==> config.mk <==
export PLATFORM = sky130hd
export DESIGN_NAME = usb_ep_manager
export DESIGN_NICKNAME = d
export VERILOG_FILES = /design/src/rtl/usb_ep_pkg.sv /design/src/rtl/usb_ep_manager.sv
export SDC_FILE = /design/constraint.sdc
export NUM_CORES = 1
export LEC_CHECK = 0
export BUFFER_PORTS_ARGS = -buffer_cell sky130_fd_sc_hd__buf_2
export CORE_MARGIN = 2
export CORE_UTILIZATION = 30
export DETAILED_ROUTE_END_ITERATION = 8
export PLACE_DENSITY = 0.54
export SYNTH_ARGS = -nofsm -noshare
export SYNTH_HDL_FRONTEND = slang
export SYNTH_SLANG_ARGS = --single-unit
==> constraint.sdc <==
create_clock -name i_clk -period 3.3 [get_ports i_clk]
set_input_delay 0.33 -clock i_clk [delete_from_list [all_inputs] [get_ports i_clk]]
set_output_delay 0.33 -clock i_clk [all_outputs]
set_load 0.01 [all_outputs]
==> src/rtl/usb_ep_pkg.sv <==
package usb_ep_pkg;

  localparam logic [1:0]  EP_COUNT    = 2'h3;
  localparam logic [31:0] ADDR_CTRL0  = 32'h0000_0000;
  localparam logic [31:0] ADDR_CTRL1  = 32'h0000_0004;
  localparam logic [31:0] ADDR_CTRL2  = 32'h0000_0008;
  localparam logic [31:0] ADDR_STATUS = 32'h0000_000C;
  localparam logic [31:0] ADDR_PRIME  = 32'h0000_0010;
  localparam int          F_STALL     = 0;
  localparam int          F_TYPE      = 2;
  localparam int          F_INHIB     = 5;
  localparam int          F_TRST      = 6;
  localparam int          F_EN        = 7;
  localparam int          TX_HALF     = 16;
  localparam logic [1:0]  TYPE_CTRL   = 2'h0;
  localparam logic [1:0]  TYPE_ISO    = 2'h1;
  localparam logic [1:0]  TYPE_BULK   = 2'h2;
  localparam logic [1:0]  TYPE_INTR   = 2'h3;
  localparam logic [1:0]  RESP_OKAY   = 2'h0;
  localparam logic [1:0]  RESP_SLVERR = 2'h2;

  typedef enum logic [1:0] {tok_setup, tok_in, tok_out, tok_ping} tok_e;
  typedef enum logic [2:0] {hs_none, hs_ack, hs_nak, hs_nyet, hs_stall,
                            hs_data} hs_e;
  typedef enum logic [1:0] {f_idle, f_desc, f_data} fetch_st_e;

  typedef struct packed {
    logic       en;
    logic       inhib;
    logic [1:0] typ;
    logic       stall;
  } epcfg_s;

  localparam epcfg_s CFG_EP0 = '{en: 1'b1, inhib: 1'b0, typ: TYPE_CTRL,
                                 stall: 1'b0};

  typedef struct packed {
    logic       valid;
    tok_e       pid;
    logic [1:0] ep;
    logic       data1;    // data packet pid of OUT/SETUP was DATA1
  } tok_s;

  typedef struct packed {
    logic       valid;
    hs_e        code;
    logic       rx_accept; // data packet kept (not a toggle repeat)
  } hs_s;

  typedef struct packed {
    logic       req;
    logic [2:0] idx;       // {endpoint, direction}, direction 1 = IN
    logic       data;      // 0 descriptor word, 1 leading data word
  } fetch_s;

endpackage : usb_ep_pkg

==> src/rtl/usb_ep_manager.sv <==
// Chosen here: the address map and the AXI4-Lite interface to the registers.
`timescale 1ns/10ps
module usb_ep_manager
  import usb_ep_pkg::*;
(
  input  wire logic        i_clk,
  input  wire logic        i_rstn,
  input  wire logic        i_awvalid,
  output logic             o_awready,
  input  wire logic [31:0] i_awaddr,
  input  wire logic        i_wvalid,
  output logic             o_wready,
  input  wire logic [31:0] i_wdata,
  input  wire logic [3:0]  i_wstrb,
  output logic             o_bvalid,
  input  wire logic        i_bready,
  output logic [1:0]       o_bresp,
  input  wire logic        i_arvalid,
  output logic             o_arready,
  input  wire logic [31:0] i_araddr,
  output logic             o_rvalid,
  input  wire logic        i_rready,
  output logic [31:0]      o_rdata,
  output logic [1:0]       o_rresp,
  input  wire tok_s        i_tok,
  input  wire logic        i_bus_reset,
  output hs_s              o_hs,
  output logic [31:0]      o_tx_word,
  output fetch_s           o_fetch,
  input  wire logic        i_fetch_ack,
  input  wire logic [31:0] i_fetch_word
);

  // -----------------------------------------------------------------
  // state
  // -----------------------------------------------------------------
  typedef struct packed {
    epcfg_s [5:0]      cfg;
    logic [5:0]        tog;
    logic [5:0]        primed;
    logic [5:0]        pend;
    logic [2:0]        refill;
    logic [2:0]        chan_ok;
    logic [2:0][31:0]  chan;
    logic [5:0][31:0]  desc;
    fetch_st_e         fst;
    logic              frefill;
    fetch_s            fetch;
    hs_s               hs;
    logic [31:0]       txw;
    logic              awr;
    logic              wr;
    logic              arr;
    logic              bv;
    logic              rv;
    logic              aw_got;
    logic              w_got;
    logic [31:0]       awa;
    logic [31:0]       wd;
    logic [3:0]        ws;
    logic [1:0]        bresp;
    logic [1:0]        rresp;
    logic [31:0]       rdata;
  } state_s;

  state_s s_reg;
  state_s s_next;

  // -----------------------------------------------------------------
  // helpers
  // -----------------------------------------------------------------
  function automatic logic [2:0] idx_of(logic [1:0] ep, logic dir);
    idx_of = {ep, dir};
  endfunction : idx_of

  function automatic logic [15:0] half_of(epcfg_s c);
    half_of = '0;
    half_of[F_STALL]       = c.stall;
    half_of[F_TYPE +: 2]   = c.typ;
    half_of[F_INHIB]       = c.inhib;
    half_of[F_EN]          = c.en;
  endfunction : half_of

  function automatic epcfg_s cfg_of(logic [15:0] h);
    cfg_of.stall = h[F_STALL];
    cfg_of.typ   = h[F_TYPE +: 2];
    cfg_of.inhib = h[F_INHIB];
    cfg_of.en    = h[F_EN];
  endfunction : cfg_of

  // lowest set bit; the fetch engine serves requests in index order
  function automatic logic [2:0] first_set(logic [5:0] v);
    first_set = '0;
    for (int i = 5; i >= 0; i--) begin
      if (v[i]) begin
        first_set = 3'(i);
      end
    end
  endfunction : first_set

  // -----------------------------------------------------------------
  // next state
  // -----------------------------------------------------------------
  always_comb begin
    logic [2:0]  rx;
    logic [2:0]  tx;
    logic [2:0]  di;
    logic [1:0]  ep;
    logic [15:0] h;
    epcfg_s      c;
    logic        ok;
    rx     = '0;
    tx     = '0;
    di     = '0;
    ep     = '0;
    h      = '0;
    c      = '0;
    ok     = 1'b0;
    s_next = s_reg;
    s_next.hs = '0;

    // token answers; numbers above the last endpoint are not ours
    ep = i_tok.ep;
    rx = idx_of(ep, 1'b0);
    tx = idx_of(ep, 1'b1);
    di = (i_tok.pid == tok_in) ? tx : rx;
    c  = s_reg.cfg[di];
    if (i_tok.valid && ep < EP_COUNT && c.en) begin
      s_next.hs.valid = 1'b1;
      if (i_tok.pid == tok_setup) begin
        if (s_reg.cfg[rx].typ == TYPE_CTRL) begin
          s_next.hs.code          = hs_ack;
          s_next.hs.rx_accept     = 1'b1;
          s_next.cfg[rx].stall    = 1'b0;
          s_next.cfg[tx].stall    = 1'b0;
          s_next.tog[rx]          = 1'b1;
          s_next.tog[tx]          = 1'b1;
          // a new setup makes any primed data stage stale
          s_next.primed[rx]       = 1'b0;
          s_next.primed[tx]       = 1'b0;
        end else begin
          s_next.hs.code = hs_stall;
        end
      end else if (c.stall) begin
        s_next.hs.code = hs_stall;
      end else if (!s_reg.primed[di] ||
                   (i_tok.pid == tok_in && !s_reg.chan_ok[ep])) begin
        // isochronous has no handshake phase
        s_next.hs.code = (c.typ == TYPE_ISO) ? hs_none : hs_nak;
      end else begin
        unique case (i_tok.pid)
          tok_in: begin
            s_next.hs.code     = hs_data;
            s_next.txw         = s_reg.chan[ep];
            s_next.tog[tx]     = ~s_reg.tog[tx];
            s_next.chan_ok[ep] = 1'b0;
            s_next.refill[ep]  = 1'b1;
          end
          tok_out: begin
            ok = c.inhib || (i_tok.data1 == s_reg.tog[rx]);
            s_next.hs.rx_accept = ok;
            if (ok) begin
              s_next.tog[rx] = ~s_reg.tog[rx];
            end
            s_next.hs.code = (c.typ == TYPE_ISO) ? hs_none : hs_ack;
          end
          default: begin
            s_next.hs.code = hs_ack;
          end
        endcase
      end
    end

    // descriptor and leading-data fetch engine
    unique case (s_reg.fst)
      f_idle: begin
        if (|s_reg.pend) begin
          s_next.fetch = '{req: 1'b1, idx: first_set(s_reg.pend),
                           data: 1'b0};
          s_next.frefill = 1'b0;
          s_next.fst     = f_desc;
        end else if (|s_reg.refill) begin
          s_next.fetch = '{req: 1'b1,
                           idx: idx_of(2'(first_set({3'h0, s_reg.refill})),
                                       1'b1),
                           data: 1'b1};
          s_next.frefill = 1'b1;
          s_next.fst     = f_data;
        end
      end
      f_desc: begin
        if (i_fetch_ack) begin
          s_next.desc[s_reg.fetch.idx] = i_fetch_word;
          s_next.pend[s_reg.fetch.idx] = 1'b0;
          if (s_reg.fetch.idx[0]) begin
            s_next.fetch.data = 1'b1;
            s_next.fst        = f_data;
          end else begin
            // receive side: nothing to preload
            s_next.primed[s_reg.fetch.idx] = 1'b1;
            s_next.fetch.req  = 1'b0;
            s_next.fst        = f_idle;
          end
        end
      end
      default: begin
        if (i_fetch_ack) begin
          s_next.chan[s_reg.fetch.idx[2:1]]    = i_fetch_word;
          s_next.chan_ok[s_reg.fetch.idx[2:1]] = 1'b1;
          if (s_reg.frefill) begin
            s_next.refill[s_reg.fetch.idx[2:1]] = 1'b0;
          end else begin
            s_next.primed[s_reg.fetch.idx] = 1'b1;
          end
          s_next.fetch.req = 1'b0;
          s_next.fst       = f_idle;
        end
      end
    endcase

    // register bus: write address and data arrive in either order
    if (i_awvalid && s_reg.awr) begin
      s_next.aw_got = 1'b1;
      s_next.awa    = i_awaddr;
    end
    if (i_wvalid && s_reg.wr) begin
      s_next.w_got = 1'b1;
      s_next.wd    = i_wdata;
      s_next.ws    = i_wstrb;
    end
    if (s_reg.bv && i_bready) begin
      s_next.bv = 1'b0;
    end
    // software writes come after token and fetch clears, so a set wins; bus reset comes last and wins
    if (s_reg.aw_got && s_reg.w_got && !s_reg.bv) begin
      s_next.aw_got = 1'b0;
      s_next.w_got  = 1'b0;
      s_next.bv     = 1'b1;
      s_next.bresp  = RESP_OKAY;
      if (s_reg.awa == ADDR_CTRL0 || s_reg.awa == ADDR_CTRL1 ||
          s_reg.awa == ADDR_CTRL2) begin
        ep = s_reg.awa[3:2];
        for (int d = 0; d < 2; d++) begin
          // all fields of a half sit in its low byte
          if (s_reg.ws[2 * d]) begin
            h  = s_reg.wd[d * TX_HALF +: 16];
            di = idx_of(ep, 1'(d));
            c  = cfg_of(h);
            if (ep == 2'h0) begin
              c.typ = TYPE_CTRL;
              c.en  = 1'b1;
            end
            s_next.cfg[di] = c;
            if (h[F_TRST]) begin
              s_next.tog[di] = 1'b0;
            end
          end
        end
      end else if (s_reg.awa == ADDR_PRIME) begin
        for (int e = 0; e < 3; e++) begin
          for (int d = 0; d < 2; d++) begin
            di = idx_of(2'(e), 1'(d));
            if (s_reg.ws[2 * d] && s_reg.wd[d * TX_HALF + e] &&
                s_reg.cfg[di].en && !s_reg.primed[di]) begin
              s_next.pend[di] = 1'b1;
            end
          end
        end
      end else if (s_reg.awa != ADDR_STATUS) begin
        s_next.bresp = RESP_SLVERR;
      end
    end
    s_next.awr = !s_next.aw_got && !s_next.bv;
    s_next.wr  = !s_next.w_got && !s_next.bv;

    // register bus: reads
    if (s_reg.rv && i_rready) begin
      s_next.rv = 1'b0;
    end
    if (i_arvalid && s_reg.arr) begin
      s_next.rv    = 1'b1;
      s_next.rresp = RESP_OKAY;
      s_next.rdata = '0;
      if (i_araddr == ADDR_CTRL0 || i_araddr == ADDR_CTRL1 ||
          i_araddr == ADDR_CTRL2) begin
        ep = i_araddr[3:2];
        s_next.rdata = {half_of(s_reg.cfg[idx_of(ep, 1'b1)]),
                        half_of(s_reg.cfg[idx_of(ep, 1'b0)])};
      end else if (i_araddr == ADDR_STATUS || i_araddr == ADDR_PRIME) begin
        for (int e = 0; e < 3; e++) begin
          for (int d = 0; d < 2; d++) begin
            di = idx_of(2'(e), 1'(d));
            s_next.rdata[d * TX_HALF + e] = (i_araddr == ADDR_STATUS) ?
                                            s_reg.primed[di] :
                                            s_reg.pend[di];
          end
        end
      end else begin
        s_next.rresp = RESP_SLVERR;
      end
    end
    s_next.arr = !s_next.rv;

    // bus reset: endpoint 0 survives, everything primed is dropped
    if (i_bus_reset) begin
      for (int i = 2; i < 6; i++) begin
        s_next.cfg[i].en = 1'b0;
      end
      s_next.primed  = '0;
      s_next.pend    = '0;
      s_next.refill  = '0;
      s_next.chan_ok = '0;
      s_next.fetch   = '0;
      s_next.fst     = f_idle;
    end
  end

  // -----------------------------------------------------------------
  // state register
  // -----------------------------------------------------------------
  always_ff @(posedge i_clk) begin
    if (!i_rstn) begin
      s_reg        <= '0;
      s_reg.cfg[0] <= CFG_EP0;
      s_reg.cfg[1] <= CFG_EP0;
    end else begin
      s_reg <= s_next;
    end
  end

  // -----------------------------------------------------------------
  // outputs, all straight from the state register
  // -----------------------------------------------------------------
  assign o_awready = s_reg.awr;
  assign o_wready  = s_reg.wr;
  assign o_bvalid  = s_reg.bv;
  assign o_bresp   = s_reg.bresp;
  assign o_arready = s_reg.arr;
  assign o_rvalid  = s_reg.rv;
  assign o_rdata   = s_reg.rdata;
  assign o_rresp   = s_reg.rresp;
  assign o_hs      = s_reg.hs;
  assign o_tx_word = s_reg.txw;
  assign o_fetch   = s_reg.fetch;

endmodule : usb_ep_manager

Word-level counts from Yosys, hierarchy flattened. Cells that the tools add are included. Widths: inputs -> output; s select.

Register bits: 297. Input bits: 147. Output and inout bits: 83. Logic and storage cells: 358.

$lt $le $gt $ge: 18. Equal/unequal tests: 17. Mux-type cells: 166. Bitwise gates (word level): 26. Reduce and logical (&&, ||, !) cells: 77.

Operators with widths (count): $mux 36 (6); $mux 102 (2); $mux 32 (4); $bwmux 30 (4); $mux 6 (19); $bwmux 96 (1); $eq 32x4->1 const B (3); $mux 42 (2); $mux 33 (2); $bmux 32 s2 (1); $demux 32 s2 (1); $eq 32x3->1 const B (2); $eq 32x5->1 const B (2); $logic_not 32->1 (2); $mux 1 (48); $mux 3 (15); $mux 2 (21); $demux 5 s2 (4); $logic_and 1x1->1 (37); $mux 37 (1); $mux 5 (7); $lt 3x4->1 const B (8); $ne 32x4->1 const B (1); $and 6x6->6 (5); other kinds (43) (106).

Longest topological paths before layout.
Word-level depth: 21. Mapped depth: 11. Depth with buffers taken out: 8.

Least setup slack after synthesis. No wires, ideal clock.

Kind: input to register. Start point: input port i_tok[4] (netlist name). End point: register s_reg, in the netlist o_tx_word[12]. Library setup time: 0.116 ns. Arrival time: 1.921 ns. Required time: 3.184 ns. Path slack: 1.263 ns. Cell stages on the path: 11. Path buffers: 3. Cell sequence: inv_1 ha_1 buf_2 nand2_1 nor3_1 nand3_1 nor3b_2 buf_6 buf_12 o211ai_2 o211a_1.

Longest elaborated chain between the ends: 8. Elaborated cells on any way between the ends: 15. Those cells by class: eq/ne: 1; mux: 5; bitwise: 3; reduce/logical: 6.

RTL lines: start, declared (RTL line usb_ep_manager.sv:25) `input wire tok_s i_tok,`; $eq 2x1->1 (RTL line usb_ep_manager.sv:126, usb_ep_manager.sv:147, usb_ep_manager.sv:151); $mux 1 (RTL line usb_ep_manager.sv:126) `di = (i_tok.pid == tok_in) ? tx : rx;`; $bmux 1 s3 (RTL line usb_ep_manager.sv:146) `end else if (!s_reg.primed[di] ||`; $mux 1 (implied by the code) (RTL line usb_ep_manager.sv:146); $logic_not 1->1 (RTL line usb_ep_manager.sv:146); $logic_or 1x1->1 (RTL line usb_ep_manager.sv:146); $not 1->1 (no line); $reduce_and 5->1 (no line) *; end signal, assigned (RTL line usb_ep_manager.sv:327) `s_reg <= s_next;`; end, declared (RTL line usb_ep_manager.sv:66) `state_s s_reg;`.

Mark *: on every way between the ends. The rest lies on a longest branch, timed or not. The select of a mux whose other input is x is not followed. A chain may end at the register's enable or synchronous reset.

Final worst setup path.
Start point: register s_reg[73] (netlist name). End point: register s_reg[473] (netlist name).

Longest elaborated chain between the ends: 5. Elaborated cells on any way between the ends: 7. Those cells by class: eq/ne: 2; mux: 2; reduce/logical: 3.

RTL lines: $eq 32x3->1 or $logic_not 32->1 (tied branches) (RTL line usb_ep_manager.sv:240) `if (s_reg.awa == ADDR_CTRL0 || s_reg.awa == ADDR_CTRL1 ||`; $logic_or 1x1->1 (RTL line usb_ep_manager.sv:240); $logic_or 1x1->1 * (RTL line usb_ep_manager.sv:240); $mux 36 * (RTL line usb_ep_manager.sv:240); $mux 36 * (RTL line usb_ep_manager.sv:235) `if (s_reg.aw_got && s_reg.w_got && !s_reg.bv) begin`.

Mark *: on every way between the ends. The rest lies on a longest branch, timed or not.

==> impl_metrics.py <==
metrics = {
    "sta": {
        "tns_ps": 0,
        "fin_crit_ps": 2440,
        "finalMaxSlewViolations": 0,
        "slew_headroom_pct": 18.8,
        "setup_viol": 0,
        "clock_skew_ps": 10.0,
        "timing.final.crit_share_pct": 74.1,
        "worst_pin_slew_ps": 1220,
        "report.final.hold_viol_count": 0,
        "max_freq_mhz": 409,
        "grt_setup_unrepaired": "false",
    },
    "routing": {
        "drc": 0,
        "ant_nets": 0,
        "wl_per_cell_um": 16.7,
        "vias": 9959,
        "via_per_inst": 4.83,
        "finalWirelength_um": 34400,
        "drt_iter0_markers": 464,
        "drt-pass1-iter-count": 5,
    },
    "synth": {
        "synth-edff-count": 0,
        "ys_seq_elements": 260,
        "synth_compound_area_share_pct": 22.1,
        "synth_top_family_by_area": "compound AO/OA/AOI/OAI gates",
        "synthSimpleGateAreaFrac_pct": 20.4,
        "synth_fa_ha_area_share_pct": 0.308,
        "ys_warn_count": 0,
        "syn_area_per_cell_um2": 8.67,
        "ys_types": 70,
        "synth_largest_area_cell": "dfxtp_1",
        "synth_most_common_cell": "nand2_1",
        "ys_seq_area_share_pct": 42.7,
        "syn_area_um2": 12200,
        "synth_xor_area_share_pct": 0,
        "synthCells": 1406,
        "ys_top_cells_by_count": "366 x nand2_1, 260 x dfxtp_1, 143 x a21boi_0",
        "yosys-top-cells-area": "dfxtp_1 43%, nand2_1 11%, a21boi_0 8.8%",
        "synth_ff_type": "dfxtp_1",
        "async_flop_share_pct": 0,
        "muxShareOfSynthArea_pct": 5.47,
        "synth.top_cell.area_share_pct": 42.7,
    },
    "cts": {
        "cts_tree": "yes",
        "clock_latency_ps": 550,
        "cts_buffer_depth": 3,
        "cts.clk_slew.worst_paths_ps": 60,
        "cts_root_buffer": "clkbuf_16",
        "htreeDepth": 1,
        "cts_num_sinks": 260,
        "cts_resized": 0,
        "cts_made_buffers": 29,
        "hold_buffers": 21,
        "cts_setup_buffers": 0,
    },
    "setup_path": {
        "timing_worst_setup_path_type": "reg -> reg",
        "start_kind": "flop",
        "r2r_cells": 6,
        "critPathArrivalTime_ps": 2860,
        "end_kind": "flop",
        "critical_path_required_ps": 3720,
        "crit_fanout": 9,
    },
    "status": {
        "status": "completed",
    },
    "power_and_ir_drop": {
        "powerDensity_nw_per_um2": 505,
        "combPwrFrac_pct": 6.0,
        "swShare_pct": 22.5,
        "leakagePower_uw": 0.00562,
        "p_int_uw": 5590,
        "clock_power_share_pct": 49.6,
        "vdd_drop_max_mv": 0.407,
        "seqPwrFrac_pct": 44.4,
        "power.net_switching_uw": 1620,
    },
    "flow_run": {
        "drv_cap": 0,
    },
    "cells_and_area": {
        "nNetsFinal": 1657,
        "final_area_um2": 14300,
        "largest_reg_flops": 199,
        "final_layout_size_suffix_gt1_share_pct": 20.1,
        "areaGrowthSynthToFinish_pct": 17.2,
        "layoutNonFillerInstCount": 2060,
    },
    "floorplan": {
        "initial_core_util_pct": 30.5,
        "die_x_um": 206,
        "core_um2": 39900,
        "rows": 73,
        "io_pins": 230,
        "dieArea_um2": 42200,
        "die_y_um": 206,
    },
    "global_routing": {
        "grt_first_pass_wirelength_um": 53800,
        "gr-usage-all-layers_pct": 16.1,
        "grt_overflow": 0,
        "antenna_found_initial": 5,
        "grt_start_max_net_pins": 114,
        "first_global_vias": 9551,
    },
    "place": {
        "gp_congestion": 0.858,
        "dp_cells": 1980,
        "placed_area_um2": 13000,
        "port_buffers": 186,
        "hpwlAfterDp_um": 22400,
    },
    "min_path": {
        "hold_path_depth": 3,
        "hold_path.class": "in -> reg",
    },
}
[metrics by stage]
step | power [µW] | util (%) | hold slack, ps | setup slack, ps
5_1_grt | 7480 | 35.8 | 17.4 | 625
3_5_place_dp | 3690 | 32.5 | 446 | 587
6_report | 7210 | 35.8 | 34.0 | 855
2_1_floorplan | 3540 | - | 435 | 1260
3_3_place_gp | 3690 | 32.5 | 442 | 588
4_1_cts | 7330 | 35.7 | 0.0420 | 775
[routing by layer]
metal / GRT usage (%) / part of all wire (%)
met1: 22.4 / 48
met2: 25.5 / 45
met3: 2.50 / 5.1
met4: 4.55 / 2.2
met5: 0 / 0
[power groups by stage]
stage	sequential, µW	clock (µW)	combinational [µW]
after floorplan	3270	0	270
after detailed placement	3270	0	420
after global routing	3210	3790	481
final	3200	3580	435
after global placement	3270	0	417
after CTS	3200	3680	440
[final timing paths]
| kind | from | end | slack, ps |
|---|---|---|---|
| setup / recovery | s_reg[73] | s_reg[473] | 860 |
| hold / removal | i_wdata[2] | s_reg[42] | 30 |
| setup reg to reg | s_reg[73] | s_reg[473] | 860 |
| hold reg to reg | s_reg[411] | s_reg[411] | 450 |
[worst max-delay path, cell delays in order, from the launching register on]
cell,delay (ps)
dfxtp_1,310
nor4_1,400
nand4_1,270
nor4b_4,520
nand3_1,470
nand4_1,230
o21ai_0,100
[cells in the final DEF, fill, tap and decap left out, types with 6 or more instances in the layout]
| master | instances |
|---|---|
| a21boi_0 | 143 |
| a21boi_1 | 12 |
| a21oi_1 | 25 |
| a221oi_1 | 6 |
| a22oi_1 | 16 |
| and2_1 | 7 |
| and3_1 | 7 |
| buf_2 | 184 |
| buf_4 | 12 |
| clkbuf_16 | 29 |
| clkbuf_8 | 11 |
| conb_1 | 22 |
| dfxtp_1 | 260 |
| diode_2 | 6 |
| dlygate4sd3_1 | 21 |
| inv_1 | 14 |
| mux2_2 | 6 |
| mux2i_1 | 52 |
| nand2_1 | 366 |
| nand2b_1 | 12 |
| nand3_1 | 24 |
| nand4_1 | 10 |
| nor2_1 | 31 |
| nor2b_1 | 24 |
| nor3_1 | 19 |
| nor4_1 | 14 |
| o211a_1 | 35 |
| o211ai_1 | 8 |
| o211ai_2 | 28 |
| o21ai_0 | 38 |
[kinds of logic (layout without fill, tap and decap cells)]
family | after synthesis | count (layout)
compound gates | 344 | 344
buf+inv | 185 | 287
mux | 62 | 62
simple gates | 551 | 551
other cells | 1 | 28
flops | 260 | 260
fa+ha+maj | 3 | 3
[final cells by class]
| class | instances | area [µm²] |
|---|---|---|
| Sequential cell | 260 | 5200 |
| Timing Repair Buffer | 220 | 1270 |
| Tap cell | 525 | 657 |
| Clock buffer | 43 | 888 |
| Clock inverter | 10 | 181 |
| Antenna cell | 6 | 15.0 |
| Fill cell | 4075 | 25600 |
| Inverter | 14 | 52.6 |
| Multi-Input combinational cell | 982 | 6010 |
No activity file was read; power rests on OpenSTA's default activity.
